--- src/dcsp_pkg.sv ---
// constants shared by the display cache sdram port and its fifo
// assumes a 100 mhz ref_clk; all timing counts except cas latency and init refreshes are derived from nanoseconds
package dcsp_pkg;

	// ====================================================
	// clock and timing
	localparam int CLK_PERIOD_NS   = 10;
	localparam int T_RCD_NS        = 20;
	localparam int T_RP_NS         = 20;
	localparam int T_RFC_NS        = 70;
	localparam int T_MRD_NS        = 20;
	localparam int T_REFI_NS       = 15625;
	localparam int T_INIT_NS       = 100000;
	// least times round up, the refresh interval rounds down
	localparam int RCD_CYC  = (T_RCD_NS + CLK_PERIOD_NS - 1) / CLK_PERIOD_NS;
	localparam int RP_CYC   = (T_RP_NS + CLK_PERIOD_NS - 1) / CLK_PERIOD_NS;
	localparam int RFC_CYC  = (T_RFC_NS + CLK_PERIOD_NS - 1) / CLK_PERIOD_NS;
	localparam int MRD_CYC  = (T_MRD_NS + CLK_PERIOD_NS - 1) / CLK_PERIOD_NS;
	localparam int REFI_CYC = T_REFI_NS / CLK_PERIOD_NS;
	localparam int INIT_CYC = (T_INIT_NS + CLK_PERIOD_NS - 1) / CLK_PERIOD_NS;
	localparam int CAS_LATENCY = 2;
	localparam int INIT_REFRESHES = 2;

	// ====================================================
	// bus widths and address split
	localparam int ADDR_W = 12;
	localparam int DATA_W = 32;
	localparam int MASK_W = 4;
	localparam int COL_W  = 8;
	localparam int REQ_ADDR_W = ADDR_W + COL_W;
	localparam int FIFO_DEPTH = 16;

	// ====================================================
	// commands as {chip select, row, column, write enable}, all active low
	localparam logic [3:0] CMD_DESELECT  = 4'hF;
	localparam logic [3:0] CMD_NOP       = 4'h7;
	localparam logic [3:0] CMD_ACTIVE    = 4'h3;
	localparam logic [3:0] CMD_READ      = 4'h5;
	localparam logic [3:0] CMD_WRITE     = 4'h4;
	localparam logic [3:0] CMD_PRECHARGE = 4'h2;
	localparam logic [3:0] CMD_REFRESH   = 4'h1;
	localparam logic [3:0] CMD_MODE_SET  = 4'h0;

	// burst of one, sequential, cas latency two
	localparam logic [11:0] MODE_WORD    = 12'h020;
	localparam logic [11:0] PRE_ALL_ADDR = 12'h400;

	localparam logic FSEL_RESET = 1'b1;

endpackage

--- src/dcsp_stream_if.sv ---
// valid/ready word carrier between the port controller and its fifo
// assumes both ends share one clock
`timescale 1ns/1ps
`default_nettype none
interface dcsp_stream_if #(parameter int WIDTH = 32);
	logic             valid;
	logic             ready;
	logic [WIDTH-1:0] data;
	modport source (output valid, output data, input ready);
	modport sink   (input valid, input data, output ready);
endinterface
`default_nettype wire

--- src/dcsp_fifo.sv ---
// read data fifo: storage array plus a registered output word
// assumes one clock and a synchronous active high reset
`timescale 1ns/1ps
`default_nettype none
module dcsp_fifo #(
	parameter int WIDTH = 32,
	parameter int DEPTH = 16
) (
	input  wire logic   ref_clk,
	input  wire logic   rst,
	dcsp_stream_if.sink   fill,
	dcsp_stream_if.source drain
);
	localparam int PW = $clog2(DEPTH);
	localparam int CW = $clog2(DEPTH + 1);

	logic [WIDTH-1:0] mem [DEPTH];
	logic [PW-1:0]    wptr;
	logic [PW-1:0]    rptr;
	logic [CW-1:0]    count;
	logic             out_valid;
	logic [WIDTH-1:0] out_data;
	logic [PW-1:0]    next_wptr;
	logic [PW-1:0]    next_rptr;
	logic [CW-1:0]    next_count;
	logic             next_out_valid;
	logic [WIDTH-1:0] next_out_data;
	logic             push;
	logic             pop;

	function automatic logic [PW-1:0] bump(input logic [PW-1:0] p);
		bump = (p == PW'(DEPTH - 1)) ? '0 : p + PW'(1);
	endfunction

	// ====================================================
	// pointers and output stage
	assign fill.ready  = (count != CW'(DEPTH));
	assign drain.valid = out_valid;
	assign drain.data  = out_data;

	always_comb
	begin
		push = fill.valid && fill.ready;
		pop  = (count != '0) && (!out_valid || drain.ready);
		next_wptr = push ? bump(wptr) : wptr;
		next_rptr = pop ? bump(rptr) : rptr;
		next_count = count;
		if (push && !pop)
		begin
			next_count = count + CW'(1);
		end
		else if (pop && !push)
		begin
			next_count = count - CW'(1);
		end
		next_out_data  = pop ? mem[rptr] : out_data;
		next_out_valid = pop || (out_valid && !drain.ready);
	end

	always_ff @(posedge ref_clk)
	begin
		if (rst)
		begin
			wptr      <= '0;
			rptr      <= '0;
			count     <= '0;
			out_valid <= 1'b0;
			out_data  <= '0;
		end
		else
		begin
			wptr      <= next_wptr;
			rptr      <= next_rptr;
			count     <= next_count;
			out_valid <= next_out_valid;
			out_data  <= next_out_data;
		end
	end

	always_ff @(posedge ref_clk)
	begin
		if (push)
		begin
			mem[wptr] <= fill.data;
		end
	end

endmodule
`default_nettype wire

--- src/dcsp_port.sv ---
// display cache sdram port: init, refresh, single word reads and writes
// assumes strap and cpu reset pins are asynchronous, user side is ref_clk
`timescale 1ns/1ps
`default_nettype none
// Behaviour
// - drive cache pins only with graphics enabled
// - chip select low selects components when active
// - masks are read output enables, write byte enables
// - row strobe encodes commands, latches row address
// - row and column share twelve bit address
// - write enable low on every write
// - thirty two bit bidirectional data bus
// - sample frequency strap at cpu reset release
// - strap high 133 mhz, low 100 mhz
// - weak pull-up on strap during reset
module dcsp_port #(
	parameter int INIT_CYCLES = dcsp_pkg::INIT_CYC,
	parameter int FIFO_DEPTH  = dcsp_pkg::FIFO_DEPTH
) (
	input  wire logic        ref_clk,
	input  wire logic        rst,
	input  wire logic        graphics_enabled,
	input  wire logic        processor_reset_n,
	input  wire logic        cache_frequency_select,
	output logic             cache_fsel_pullup_en,
	output logic             cache_freq_133,
	output logic             cache_pins_owned,
	output logic             cache_chip_select_n,
	output logic             cache_row_strobe_n,
	output logic             cache_column_strobe_n,
	output logic             cache_write_enable_n,
	output logic [11:0]      cache_mem_address,
	output logic [3:0]       cache_data_mask,
	input  wire logic [31:0] cache_mem_data_in,
	output logic [31:0]      cache_mem_data_out,
	output logic             cache_mem_data_oe,
	input  wire logic        req_valid,
	output logic             req_ready,
	input  wire logic        req_write,
	input  wire logic [19:0] req_addr,
	input  wire logic [31:0] req_wdata,
	input  wire logic [3:0]  req_byte_en,
	output logic             rd_valid,
	input  wire logic        rd_ready,
	output logic [31:0]      rd_data
);
	typedef enum logic [3:0] {
		ST_INIT_WAIT, ST_PRE_ALL, ST_REFRESH, ST_MODE, ST_IDLE,
		ST_ACTIVE, ST_ACCESS, ST_LATENCY, ST_PRECHARGE, ST_WAIT
	} dcsp_state_e;

	localparam int CNT_W = 17;

	// ====================================================
	// strap and cpu reset pins, three stage filtered
	logic [2:0] fsel_sync;
	logic [2:0] preset_sync;
	logic       preset_filt;
	logic       next_preset_filt;
	logic       freq_133;
	logic       next_freq_133;

	always_comb
	begin
		next_preset_filt = preset_filt;
		if (preset_sync[1] == preset_sync[2])
		begin
			next_preset_filt = preset_sync[2];
		end
		next_freq_133 = freq_133;
		// release edge of cpu reset fixes the cache frequency
		if (!preset_filt && next_preset_filt && fsel_sync[1] == fsel_sync[2])
		begin
			next_freq_133 = fsel_sync[2];
		end
	end

	always_ff @(posedge ref_clk)
	begin
		if (rst)
		begin
			fsel_sync   <= {3{dcsp_pkg::FSEL_RESET}};
			preset_sync <= 3'h0;
			preset_filt <= 1'b0;
			freq_133    <= dcsp_pkg::FSEL_RESET;
		end
		else
		begin
			fsel_sync   <= {fsel_sync[1:0], cache_frequency_select};
			preset_sync <= {preset_sync[1:0], processor_reset_n};
			preset_filt <= next_preset_filt;
			freq_133    <= next_freq_133;
		end
	end

	// pull-up stays on until the filtered release is seen
	assign cache_fsel_pullup_en = !preset_filt;
	assign cache_freq_133       = freq_133;

	// ====================================================
	// command sequencer
	dcsp_state_e      state;
	dcsp_state_e      after;
	logic [CNT_W-1:0] wait_cnt;
	logic [15:0]      refi_cnt;
	logic [1:0]       init_refs;
	logic             refresh_due;
	logic             owned;
	logic [3:0]       cmd;
	logic [11:0]      addr;
	logic [3:0]       mask;
	logic [31:0]      wdata;
	logic             wdata_oe;
	logic             cur_write;
	logic [19:0]      cur_addr;
	dcsp_state_e      next_state;
	dcsp_state_e      next_after;
	logic [CNT_W-1:0] next_wait_cnt;
	logic [15:0]      next_refi_cnt;
	logic [1:0]       next_init_refs;
	logic             next_refresh_due;
	logic             next_owned;
	logic [3:0]       next_cmd;
	logic [11:0]      next_addr;
	logic [3:0]       next_mask;
	logic [31:0]      next_wdata;
	logic             next_wdata_oe;
	logic             next_cur_write;
	logic [19:0]      next_cur_addr;
	logic             take;

	dcsp_stream_if #(.WIDTH(dcsp_pkg::DATA_W)) rd_fill ();
	dcsp_stream_if #(.WIDTH(dcsp_pkg::DATA_W)) rd_drain ();

	function automatic logic [CNT_W-1:0] cyc(input int n);
		// the wait state itself costs one cycle, so load one less
		cyc = (n > 1) ? CNT_W'(n - 1) : CNT_W'(1);
	endfunction

	// reads wait for fifo room so a stalled drain holds off further reads only; writes and refreshes go on
	assign take = req_valid && !refresh_due && graphics_enabled &&
		(req_write || rd_fill.ready);
	assign req_ready = (state == ST_IDLE) && take;

	always_comb
	begin
		next_state       = state;
		next_after       = after;
		next_wait_cnt    = wait_cnt;
		next_init_refs   = init_refs;
		next_cur_write   = cur_write;
		next_cur_addr    = cur_addr;
		// idle bus sees deselect, strobes high
		next_cmd         = dcsp_pkg::CMD_DESELECT;
		next_addr        = addr;
		next_mask        = 4'hF;
		next_wdata       = wdata;
		next_wdata_oe    = 1'b0;
		next_owned       = owned;
		next_refi_cnt    = (refi_cnt == '0) ? '0 : refi_cnt - 16'(1);
		next_refresh_due = refresh_due || (refi_cnt == '0);
		rd_fill.valid    = 1'b0;
		rd_fill.data     = cache_mem_data_in;
		case (state)
			ST_INIT_WAIT:
			begin
				// pins only taken over with graphics enabled
				next_owned = graphics_enabled;
				if (!graphics_enabled)
				begin
					next_wait_cnt = CNT_W'(INIT_CYCLES);
				end
				else if (wait_cnt == '0)
				begin
					next_state = ST_PRE_ALL;
				end
				else
				begin
					next_wait_cnt = wait_cnt - CNT_W'(1);
				end
			end
			ST_PRE_ALL:
			begin
				next_cmd       = dcsp_pkg::CMD_PRECHARGE;
				next_addr      = dcsp_pkg::PRE_ALL_ADDR;
				next_init_refs = 2'(dcsp_pkg::INIT_REFRESHES);
				next_wait_cnt  = cyc(dcsp_pkg::RP_CYC);
				next_after     = ST_REFRESH;
				next_state     = ST_WAIT;
			end
			ST_REFRESH:
			begin
				next_cmd         = dcsp_pkg::CMD_REFRESH;
				next_refresh_due = 1'b0;
				next_refi_cnt    = 16'(dcsp_pkg::REFI_CYC);
				next_wait_cnt    = cyc(dcsp_pkg::RFC_CYC);
				next_state       = ST_WAIT;
				if (init_refs == 2'h0)
				begin
					next_after = ST_IDLE;
				end
				else
				begin
					next_init_refs = init_refs - 2'h1;
					next_after = (init_refs == 2'h1) ? ST_MODE : ST_REFRESH;
				end
			end
			ST_MODE:
			begin
				next_cmd      = dcsp_pkg::CMD_MODE_SET;
				next_addr     = dcsp_pkg::MODE_WORD;
				next_wait_cnt = cyc(dcsp_pkg::MRD_CYC);
				next_after    = ST_IDLE;
				next_state    = ST_WAIT;
			end
			ST_IDLE:
			begin
				if (!graphics_enabled)
				begin
					next_owned    = 1'b0;
					next_wait_cnt = CNT_W'(INIT_CYCLES);
					next_state    = ST_INIT_WAIT;
				end
				else if (refresh_due)
				begin
					next_state = ST_REFRESH;
				end
				else if (take)
				begin
					next_cur_write = req_write;
					next_cur_addr  = req_addr;
					next_wdata     = req_wdata;
					// inverse of byte enables masks unwritten lanes
					next_mask      = req_write ? ~req_byte_en : 4'hF;
					next_state     = ST_ACTIVE;
				end
			end
			ST_ACTIVE:
			begin
				// row strobe low latches the row half of the address
				next_cmd      = dcsp_pkg::CMD_ACTIVE;
				next_addr     = cur_addr[19:8];
				next_mask     = mask;
				next_wait_cnt = cyc(dcsp_pkg::RCD_CYC);
				next_after    = ST_ACCESS;
				next_state    = ST_WAIT;
			end
			ST_ACCESS:
			begin
				// column strobe low latches the column half
				// write enable low marks a write
				next_cmd  = cur_write ? dcsp_pkg::CMD_WRITE : dcsp_pkg::CMD_READ;
				next_addr = {4'h0, cur_addr[7:0]};
				// reads unmask all lanes as output enables
				next_mask = cur_write ? mask : 4'h0;
				// drive write data on the shared bus
				next_wdata_oe = cur_write;
				// the memory sees the command one edge after launch
				next_wait_cnt = CNT_W'(dcsp_pkg::CAS_LATENCY + 1);
				next_state    = cur_write ? ST_PRECHARGE : ST_LATENCY;
			end
			ST_LATENCY:
			begin
				next_cmd = dcsp_pkg::CMD_NOP;
				if (wait_cnt == CNT_W'(1))
				begin
					// room was reserved before the read was issued
					rd_fill.valid = 1'b1;
					next_state    = ST_PRECHARGE;
				end
				else
				begin
					next_wait_cnt = wait_cnt - CNT_W'(1);
				end
			end
			ST_PRECHARGE:
			begin
				next_cmd      = dcsp_pkg::CMD_PRECHARGE;
				next_addr     = dcsp_pkg::PRE_ALL_ADDR;
				next_wait_cnt = cyc(dcsp_pkg::RP_CYC);
				next_after    = ST_IDLE;
				next_state    = ST_WAIT;
			end
			ST_WAIT:
			begin
				next_cmd = dcsp_pkg::CMD_NOP;
				// write lane mask must survive the row to column wait
				next_mask = mask;
				if (wait_cnt <= CNT_W'(1))
				begin
					next_state = after;
				end
				else
				begin
					next_wait_cnt = wait_cnt - CNT_W'(1);
				end
			end
			default:
			begin
				next_state = ST_INIT_WAIT;
			end
		endcase
		if (!graphics_enabled)
		begin
			next_owned = 1'b0;
		end
	end

	always_ff @(posedge ref_clk)
	begin
		if (rst)
		begin
			state       <= ST_INIT_WAIT;
			after       <= ST_IDLE;
			wait_cnt    <= CNT_W'(INIT_CYCLES);
			refi_cnt    <= 16'(dcsp_pkg::REFI_CYC);
			init_refs   <= 2'h0;
			refresh_due <= 1'b0;
			owned       <= 1'b0;
			cmd         <= dcsp_pkg::CMD_DESELECT;
			addr        <= 12'h000;
			mask        <= 4'hF;
			wdata       <= 32'h0000_0000;
			wdata_oe    <= 1'b0;
			cur_write   <= 1'b0;
			cur_addr    <= 20'h00000;
		end
		else
		begin
			state       <= next_state;
			after       <= next_after;
			wait_cnt    <= next_wait_cnt;
			refi_cnt    <= next_refi_cnt;
			init_refs   <= next_init_refs;
			refresh_due <= next_refresh_due;
			owned       <= next_owned;
			cmd         <= next_cmd;
			addr        <= next_addr;
			mask        <= next_mask;
			wdata       <= next_wdata;
			wdata_oe    <= next_wdata_oe;
			cur_write   <= next_cur_write;
			cur_addr    <= next_cur_addr;
		end
	end

	// ====================================================
	// pins; unowned pins stay quiet for the graphics port
	assign cache_pins_owned      = owned;
	assign cache_chip_select_n   = owned ? cmd[3] : 1'b1;
	assign cache_row_strobe_n    = owned ? cmd[2] : 1'b1;
	assign cache_column_strobe_n = owned ? cmd[1] : 1'b1;
	assign cache_write_enable_n  = owned ? cmd[0] : 1'b1;
	assign cache_mem_address     = addr;
	assign cache_data_mask       = mask;
	assign cache_mem_data_out    = wdata;
	assign cache_mem_data_oe     = owned && wdata_oe;

	dcsp_fifo #(
		.WIDTH (dcsp_pkg::DATA_W),
		.DEPTH (FIFO_DEPTH)
	) u_rd_fifo (
		.ref_clk (ref_clk),
		.rst     (rst),
		.fill    (rd_fill),
		.drain   (rd_drain)
	);

	assign rd_valid       = rd_drain.valid;
	assign rd_data        = rd_drain.data;
	assign rd_drain.ready = rd_ready;

endmodule
`default_nettype wire

--- config.mk ---
export PLATFORM = sky130hd
export DESIGN_NAME = dcsp_port
export DESIGN_NICKNAME = d
export VERILOG_FILES = /design/src/dcsp_pkg.sv /design/src/dcsp_stream_if.sv /design/src/dcsp_fifo.sv /design/src/dcsp_port.sv
export SDC_FILE = /design/constraint.sdc
export NUM_CORES = 1
export LEC_CHECK = 0
export ABC_AREA = 1
export BUFFER_PORTS_ARGS = -buffer_cell sky130_fd_sc_hd__buf_2
export CAP_MARGIN = 40
export CORE_UTILIZATION = 50
export DETAILED_ROUTE_END_ITERATION = 12
export HOLD_SLACK_MARGIN = 0.06
export PLACE_DENSITY = 0.68
export SKIP_CTS_REPAIR_TIMING = 1
export SLEW_MARGIN = 20
export SYNTH_ARGS = -nofsm -noshare
export SYNTH_HDL_FRONTEND = slang
export SYNTH_SLANG_ARGS = --single-unit
--- constraint.sdc ---
create_clock -name ref_clk -period 3.67 [get_ports ref_clk]
set_input_delay 0.734 -clock ref_clk [delete_from_list [all_inputs] [get_ports ref_clk]]
set_output_delay 0.734 -clock ref_clk [all_outputs]
set_load 0.02 [all_outputs]
# After elaboration in Yosys (flattened, before gate mapping)
# Memory sizes are Yosys's and may differ from the RTL's. A register that Yosys moved wholly into a read port is not among the register bits.
# Index checks and enable logic that the tools add are counted.
dict set report classes {
  addsub 7
  n_eq_ne 27
  magnitude_cmp 1
  bitwise_logic 5
  reduce_logical 47
  mux 43
}
# operator count
set op_table {}
lappend op_table {{$pmux 17 s7} 1}
lappend op_table {{$mux 17} 5}
lappend op_table {{$mux 4} 15}
lappend op_table {{$pmux 12 s4} 1}
lappend op_table {{$pmux 4 s6} 2}
lappend op_table {{$ne 2x2->1 const B} 9}
lappend op_table {{$eq 17x1->1 const B} 1}
lappend op_table {{$le 17x1->1 const B} 1}
lappend op_table {{$logic_not 17->1} 1}
lappend op_table {{$sub 17x1->17 const B} 1}
lappend op_table {{$eq 4x3->1 const B} 4}
lappend op_table {{$eq 4x4->1 const B} 4}
lappend op_table {{$logic_not 16->1} 1}
lappend op_table {{$pmux 4 s4} 1}
lappend op_table {{$sub 16x1->16 const B} 1}
lappend op_table {{$reduce_or 2->1} 7}
lappend op_table {{$logic_and 1x1->1} 12}
lappend op_table {{$pmux 4 s3} 1}
lappend op_table {{$mux 1} 11}
lappend op_table {{$mux 11} 1}
lappend op_table {{$mux 5} 2}
lappend op_table {{$reduce_and 5->1} 2}
lappend op_table {{$add 4x1->4 const B} 2}
lappend op_table {{$eq 4x2->1 const B} 2}
lappend op_table {{other kinds (27)} 42}
dict set report totals {
  output_inout_bits 90
  ram_bits 512
  ff_bits 141
  in_bits 96
  mem_count 1
  word_cells 154
}
# name depth word_bits read_ports rd_ports_with_merged_regs wr line
set mem_list {}
lappend mem_list {u_rd_fifo.mem 16 32 1 1 1 dcsp_fifo.sv:17} ;# logic [WIDTH-1:0] mem [DEPTH];

# Logic depth before layout (Yosys ltp)
dict set report depth {
  word_depth 8
  depth_mapped 17
  depth_no_buf 15
}

# Modules after synthesis
# From an unflattened synthesis, not the netlist that was laid out.
dict set report unflattened {
  hier_cells 3004
  hier_area_um2 29076.6
}
# mod seq_area_each_um2 n_inst area_each_um2 cells_each
set modules_own_cells {}
lappend modules_own_cells {dcsp_fifo 16295.6 1 23435.0 2202}
lappend modules_own_cells {dcsp_port 2522.4 1 5641.7 802}

# Least setup slack after synthesis
# OpenSTA, ideal clock, no wires.
dict set report synth_path {
  path_kind {reg-to-reg}
  startpoint {register wait_cnt[4]}
  endpoint {memory u_rd_fifo.mem[11][0], enable pin}
  path_buffers 0
  required_time_ns 3.249
  period_less_slack_ns 2.985
  t_arrival_ns 2.564
  setup_ns 0.421
  path_stages_with_launch 8
  slack_ns 0.685
  path_cell_list {dfxtp_1 -> nor2_2 -> nand2_1 -> nor2_1 -> nand4_2 -> nor2_4 -> nand3_1 -> nor2_1}
}
dict set report synth_between {
  elab_chain_cells 6
}
# item line
set synth_rtl {}
lappend synth_rtl {{start: declaration} dcsp_port.sv:104} ;# logic [CNT_W-1:0] wait_cnt;
lappend synth_rtl {{start signal: assignment} dcsp_port.sv:315} ;# wait_cnt <= CNT_W'(INIT_CYCLES);
lappend synth_rtl {{start signal: assignment} dcsp_port.sv:332} ;# wait_cnt <= next_wait_cnt;
lappend synth_rtl {{$eq 17x1->1} dcsp_port.sv:265} ;# if (wait_cnt == CNT_W'(1))
lappend synth_rtl {{$mux 1} dcsp_port.sv:265}
lappend synth_rtl {{$mux 1} dcsp_port.sv:164} ;# case (state)
lappend synth_rtl {{$logic_and 1x1->1} dcsp_fifo.sv:43} ;# push = fill.valid && fill.ready;
lappend synth_rtl {{named net u_rd_fifo.push} dcsp_fifo.sv:28} ;# logic push;
lappend synth_rtl {{$mux 1} dcsp_fifo.sv:82} ;# if (push)
lappend synth_rtl {{$mux 1 (implied by the code)} dcsp_fifo.sv:84} ;# mem[wptr] <= fill.data;
lappend synth_rtl {{end: declaration} dcsp_fifo.sv:17}
# The timed path passes the listed nets, and every way through them passes these cells.

# Final worst setup path
dict set report layout_path {
  startpoint {register wait_cnt[4]}
  endpoint {memory u_rd_fifo.mem[6][25], enable pin}
}
# The elaborated chain is that of the path after synthesis.

==> flow_summary.yaml <==
worst_setup_path:
  cp.arrival_ps: 3070
  critPathMaxFanout: 19
  start_kind: "flip-flop"
  cp-end-kind: "flip-flop"
  worstSetupPathType: "flip-flop to flip-flop"
  required_ps: 3940
outcome:
  status: "finished clean"
pwr:
  peakVddDrop_mv: 0.567
  powerDensity_nw_per_um2: 689
  power_leakage_nw: 11.0
finish:
  fillers: 4327
  syn_to_final_growth_pct: 15.0
  layout-drive-gt1-share: 0.151
  fin_nets: 2681
  multi_input_area_um2: 7450
  register_area_um2: 18800
  antennaDiodeCount: 0
sta:
  fin_ws_ps: 876
  finalSetupTns_ps: 0
  relSlewSlack: 0.419
  finalCritPeriodShare: 0.761
  fin_skew_ps: 19.1
  worstMarginPinSlew_ps: 866
  min_period_ps: 2790
  finalHoldViolCount: 0
  timing.fmax_ghz: 0.358
  setup_viol: 0
  hold_ws_ps: 319
  rsz0062_at_grt: "no"
  slew_violations: 0
logic_synthesis:
  ys_async_sr_fraction: 0
  synthFlopType: "edfxtp_1"
  ys_top_cells_by_area: "edfxtp_1, dfxtp_1, o21ai_0"
  yosysWarnings: 0
  ys_types: 47
  synth-seq-area-share: 0.692
  synth_edf_count: 512
  netlist_instances: 2408
  netlist.area_leader.share: 0.565
  avgSynthCellArea_um2: 11.3
  synth_area_um2: 27200
  ys_ff_latch: 684
  syn-num-nets: 2520
  synth_area_leader_cell: "edfxtp_1"
drt:
  wl_per_cell_um: 20.3
  routed_wirelength_um: 67500
  drc: 0
  ant_nets: 0
  vias_per_cell: 5.79
  vias: 19221
  drtIter0Drc: 2113
  first_pass_iters: 5
global_route:
  grt_antenna_before_repair: 0
  grt_first_pass_wirelength_um: 104000
  grt_start_max_net_pins: 127
  grt_pass1_vias: 18385
  grt_use_total: 0.242
  grt-ovfl-total: 0
worst_hold_path:
  hp-class: "primary input to flip-flop"
placement:
  portBuffers: 185
  preCtsSetupSlack_ps: 878
  place_congestion: 0.885
  hpwl_um: 40000
die:
  die_width_um: 235
  fp-row-count: 85
  die_h_um: 235
  die_area_um2: 55300
  core_um2: 53800
  initial_core_util: 0.505
  ioPinCount: 186
run:
  maxCapViolCount: 0
clock_network:
  clock_path_buffers: 3
  cts_tree: "yes"
  clk_pin_slew_worst_paths_ps: 60
  clock_sinks: 684
  htreeDepth: 3
  clock_latency_ps: 610
  cts_root_buf: "clkbuf_16"
  cts_buffers: 71
==> cell usage in the layout, fill, tap and decap left out, types with 3 or more instances in the layout <==
cell and count:
nand2_1 239, edfxtp_1 512, inv_2 6, xnor2_1 6
a21oi_2 3, o221ai_1 49, bufinv_16 5, dfxtp_1 169
a21oi_1 159, clkbuf_8 7, a211oi_1 25, nor2_2 8
xor2_1 13, nand4_1 14, clkbuf_1 24, buf_2 185
clkinv_1 8, nand3_1 49, or2_2 7, nor3_1 12
o21ai_0 342, o211ai_1 16, buf_12 8, ha_1 15
nand2_2 11, buf_4 33, clkbuf_16 75, clkinv_2 9
nor2_4 22, o22ai_1 64, inv_1 93, o21ai_1 5
nor2_1 402
==> metal layers <==
layer | part of all wire | track usage | vias up | routed length (µm)
met5 | 0 | 0 | - | 0
met4 | 0.019 | 0.0696 | 0 | 1310
li1 | - | - | 8931 | -
met3 | 0.082 | 0.0434 | 84 | 5560
met1 | 0.44 | 0.345 | 9339 | 29400
met2 | 0.46 | 0.380 | 867 | 31300
==> synthesized netlist by cell type, types with 3 or more instances <==
master and n:
edfxtp_1 512, nor2_1 419, o21ai_0 342, nand2_1 239, dfxtp_1 172, a21oi_1 159, inv_1 95, clkbuf_1 78
o22ai_1 64, nand3_1 49, o221ai_1 49, buf_2 41, a211oi_1 25, o211ai_1 16, ha_1 15, nand4_1 14
xor2_1 13, buf_4 12, nor3_1 12, nand2_2 11, nor2_2 8, or2_2 7, inv_2 6, xnor2_1 6
nor2_4 5, o21ai_1 5, buf_1 4, clkinv_1 4, a21oi_2 3, buf_6 3
==> critical path: stages, from the launching register on <==
cell     delay, ps
dfxtp_1        350
nor2_2         160
nand2_1        120
nor2_1         200
nand4_2        190
nor2_4         220
nand2_1        300
nor2_4         490
buf_4          420
==> power breakdown <==
group	internal [mW]	switching, mW
Sequential	8.66	0.388
Clock	4.27	2.92
Combinational	1.62	3.69
==> final timing paths <==
path	startpoint	to	slack, ps	cells past startpoint
setup reg to reg	wait_cnt[4]	u_rd_fifo.mem[6][25]	880	8
setup / recovery	wait_cnt[4]	u_rd_fifo.mem[6][25]	880	8
hold reg to reg	refi_cnt[0]	refi_cnt[0]	410	1
hold / removal	cache_frequency_select	fsel_sync[0]	320	2
==> cell type report <==
cell class,instances,share of cell area
Clock buffer,106,0.0660
Tap cell,696,0.0279
Inverter,105,0.0128
Sequential cell,684,0.602
Timing Repair Buffer,227,0.0435
Clock inverter,22,0.00948
Multi-Input combinational cell,1480,0.238
==> logic make-up (layout without fill, tap and decap cells) <==
logic type               Yosys count  count (layout)  synth area share
AND/OR/NAND/NOR                  773             773             0.117
flip-flops                       684             684             0.692
AO/OA/AOI/OAI                    672             672             0.139
buffers and inverters            244             460            0.0387
XOR/XNOR                          19              19           0.00612
adder cells (fa/ha/maj)           16              16           0.00764
==> sequential cells by signal (all words and copies together) (netlist names), 2 cells and up <==
signal / cells
after: 3
cache_data_mask: 4
cache_mem_address: 12
cache_mem_data_out: 32
cmd: 4
cur_addr: 20
fsel_sync: 3
init_refs: 2
preset_sync: 3
refi_cnt: 16
state: 4
u_rd_fifo.count: 5
u_rd_fifo.drain.data: 32
u_rd_fifo.mem: 512
u_rd_fifo.rptr: 4
u_rd_fifo.wptr: 4
wait_cnt: 17
==> stage by stage <==
step                cells  power [mW]  instance area [µm²]   util
floorplan            2408        12.8                27200      -
global placement     3191        14.3                28900  0.537
detailed placement   3192        14.4                28900  0.537
CTS                  3320        21.6                31300  0.581
global route         3320        22.6                31300  0.581
finish               3320        21.6                31300  0.581
(Power assumes the default switching activity.)
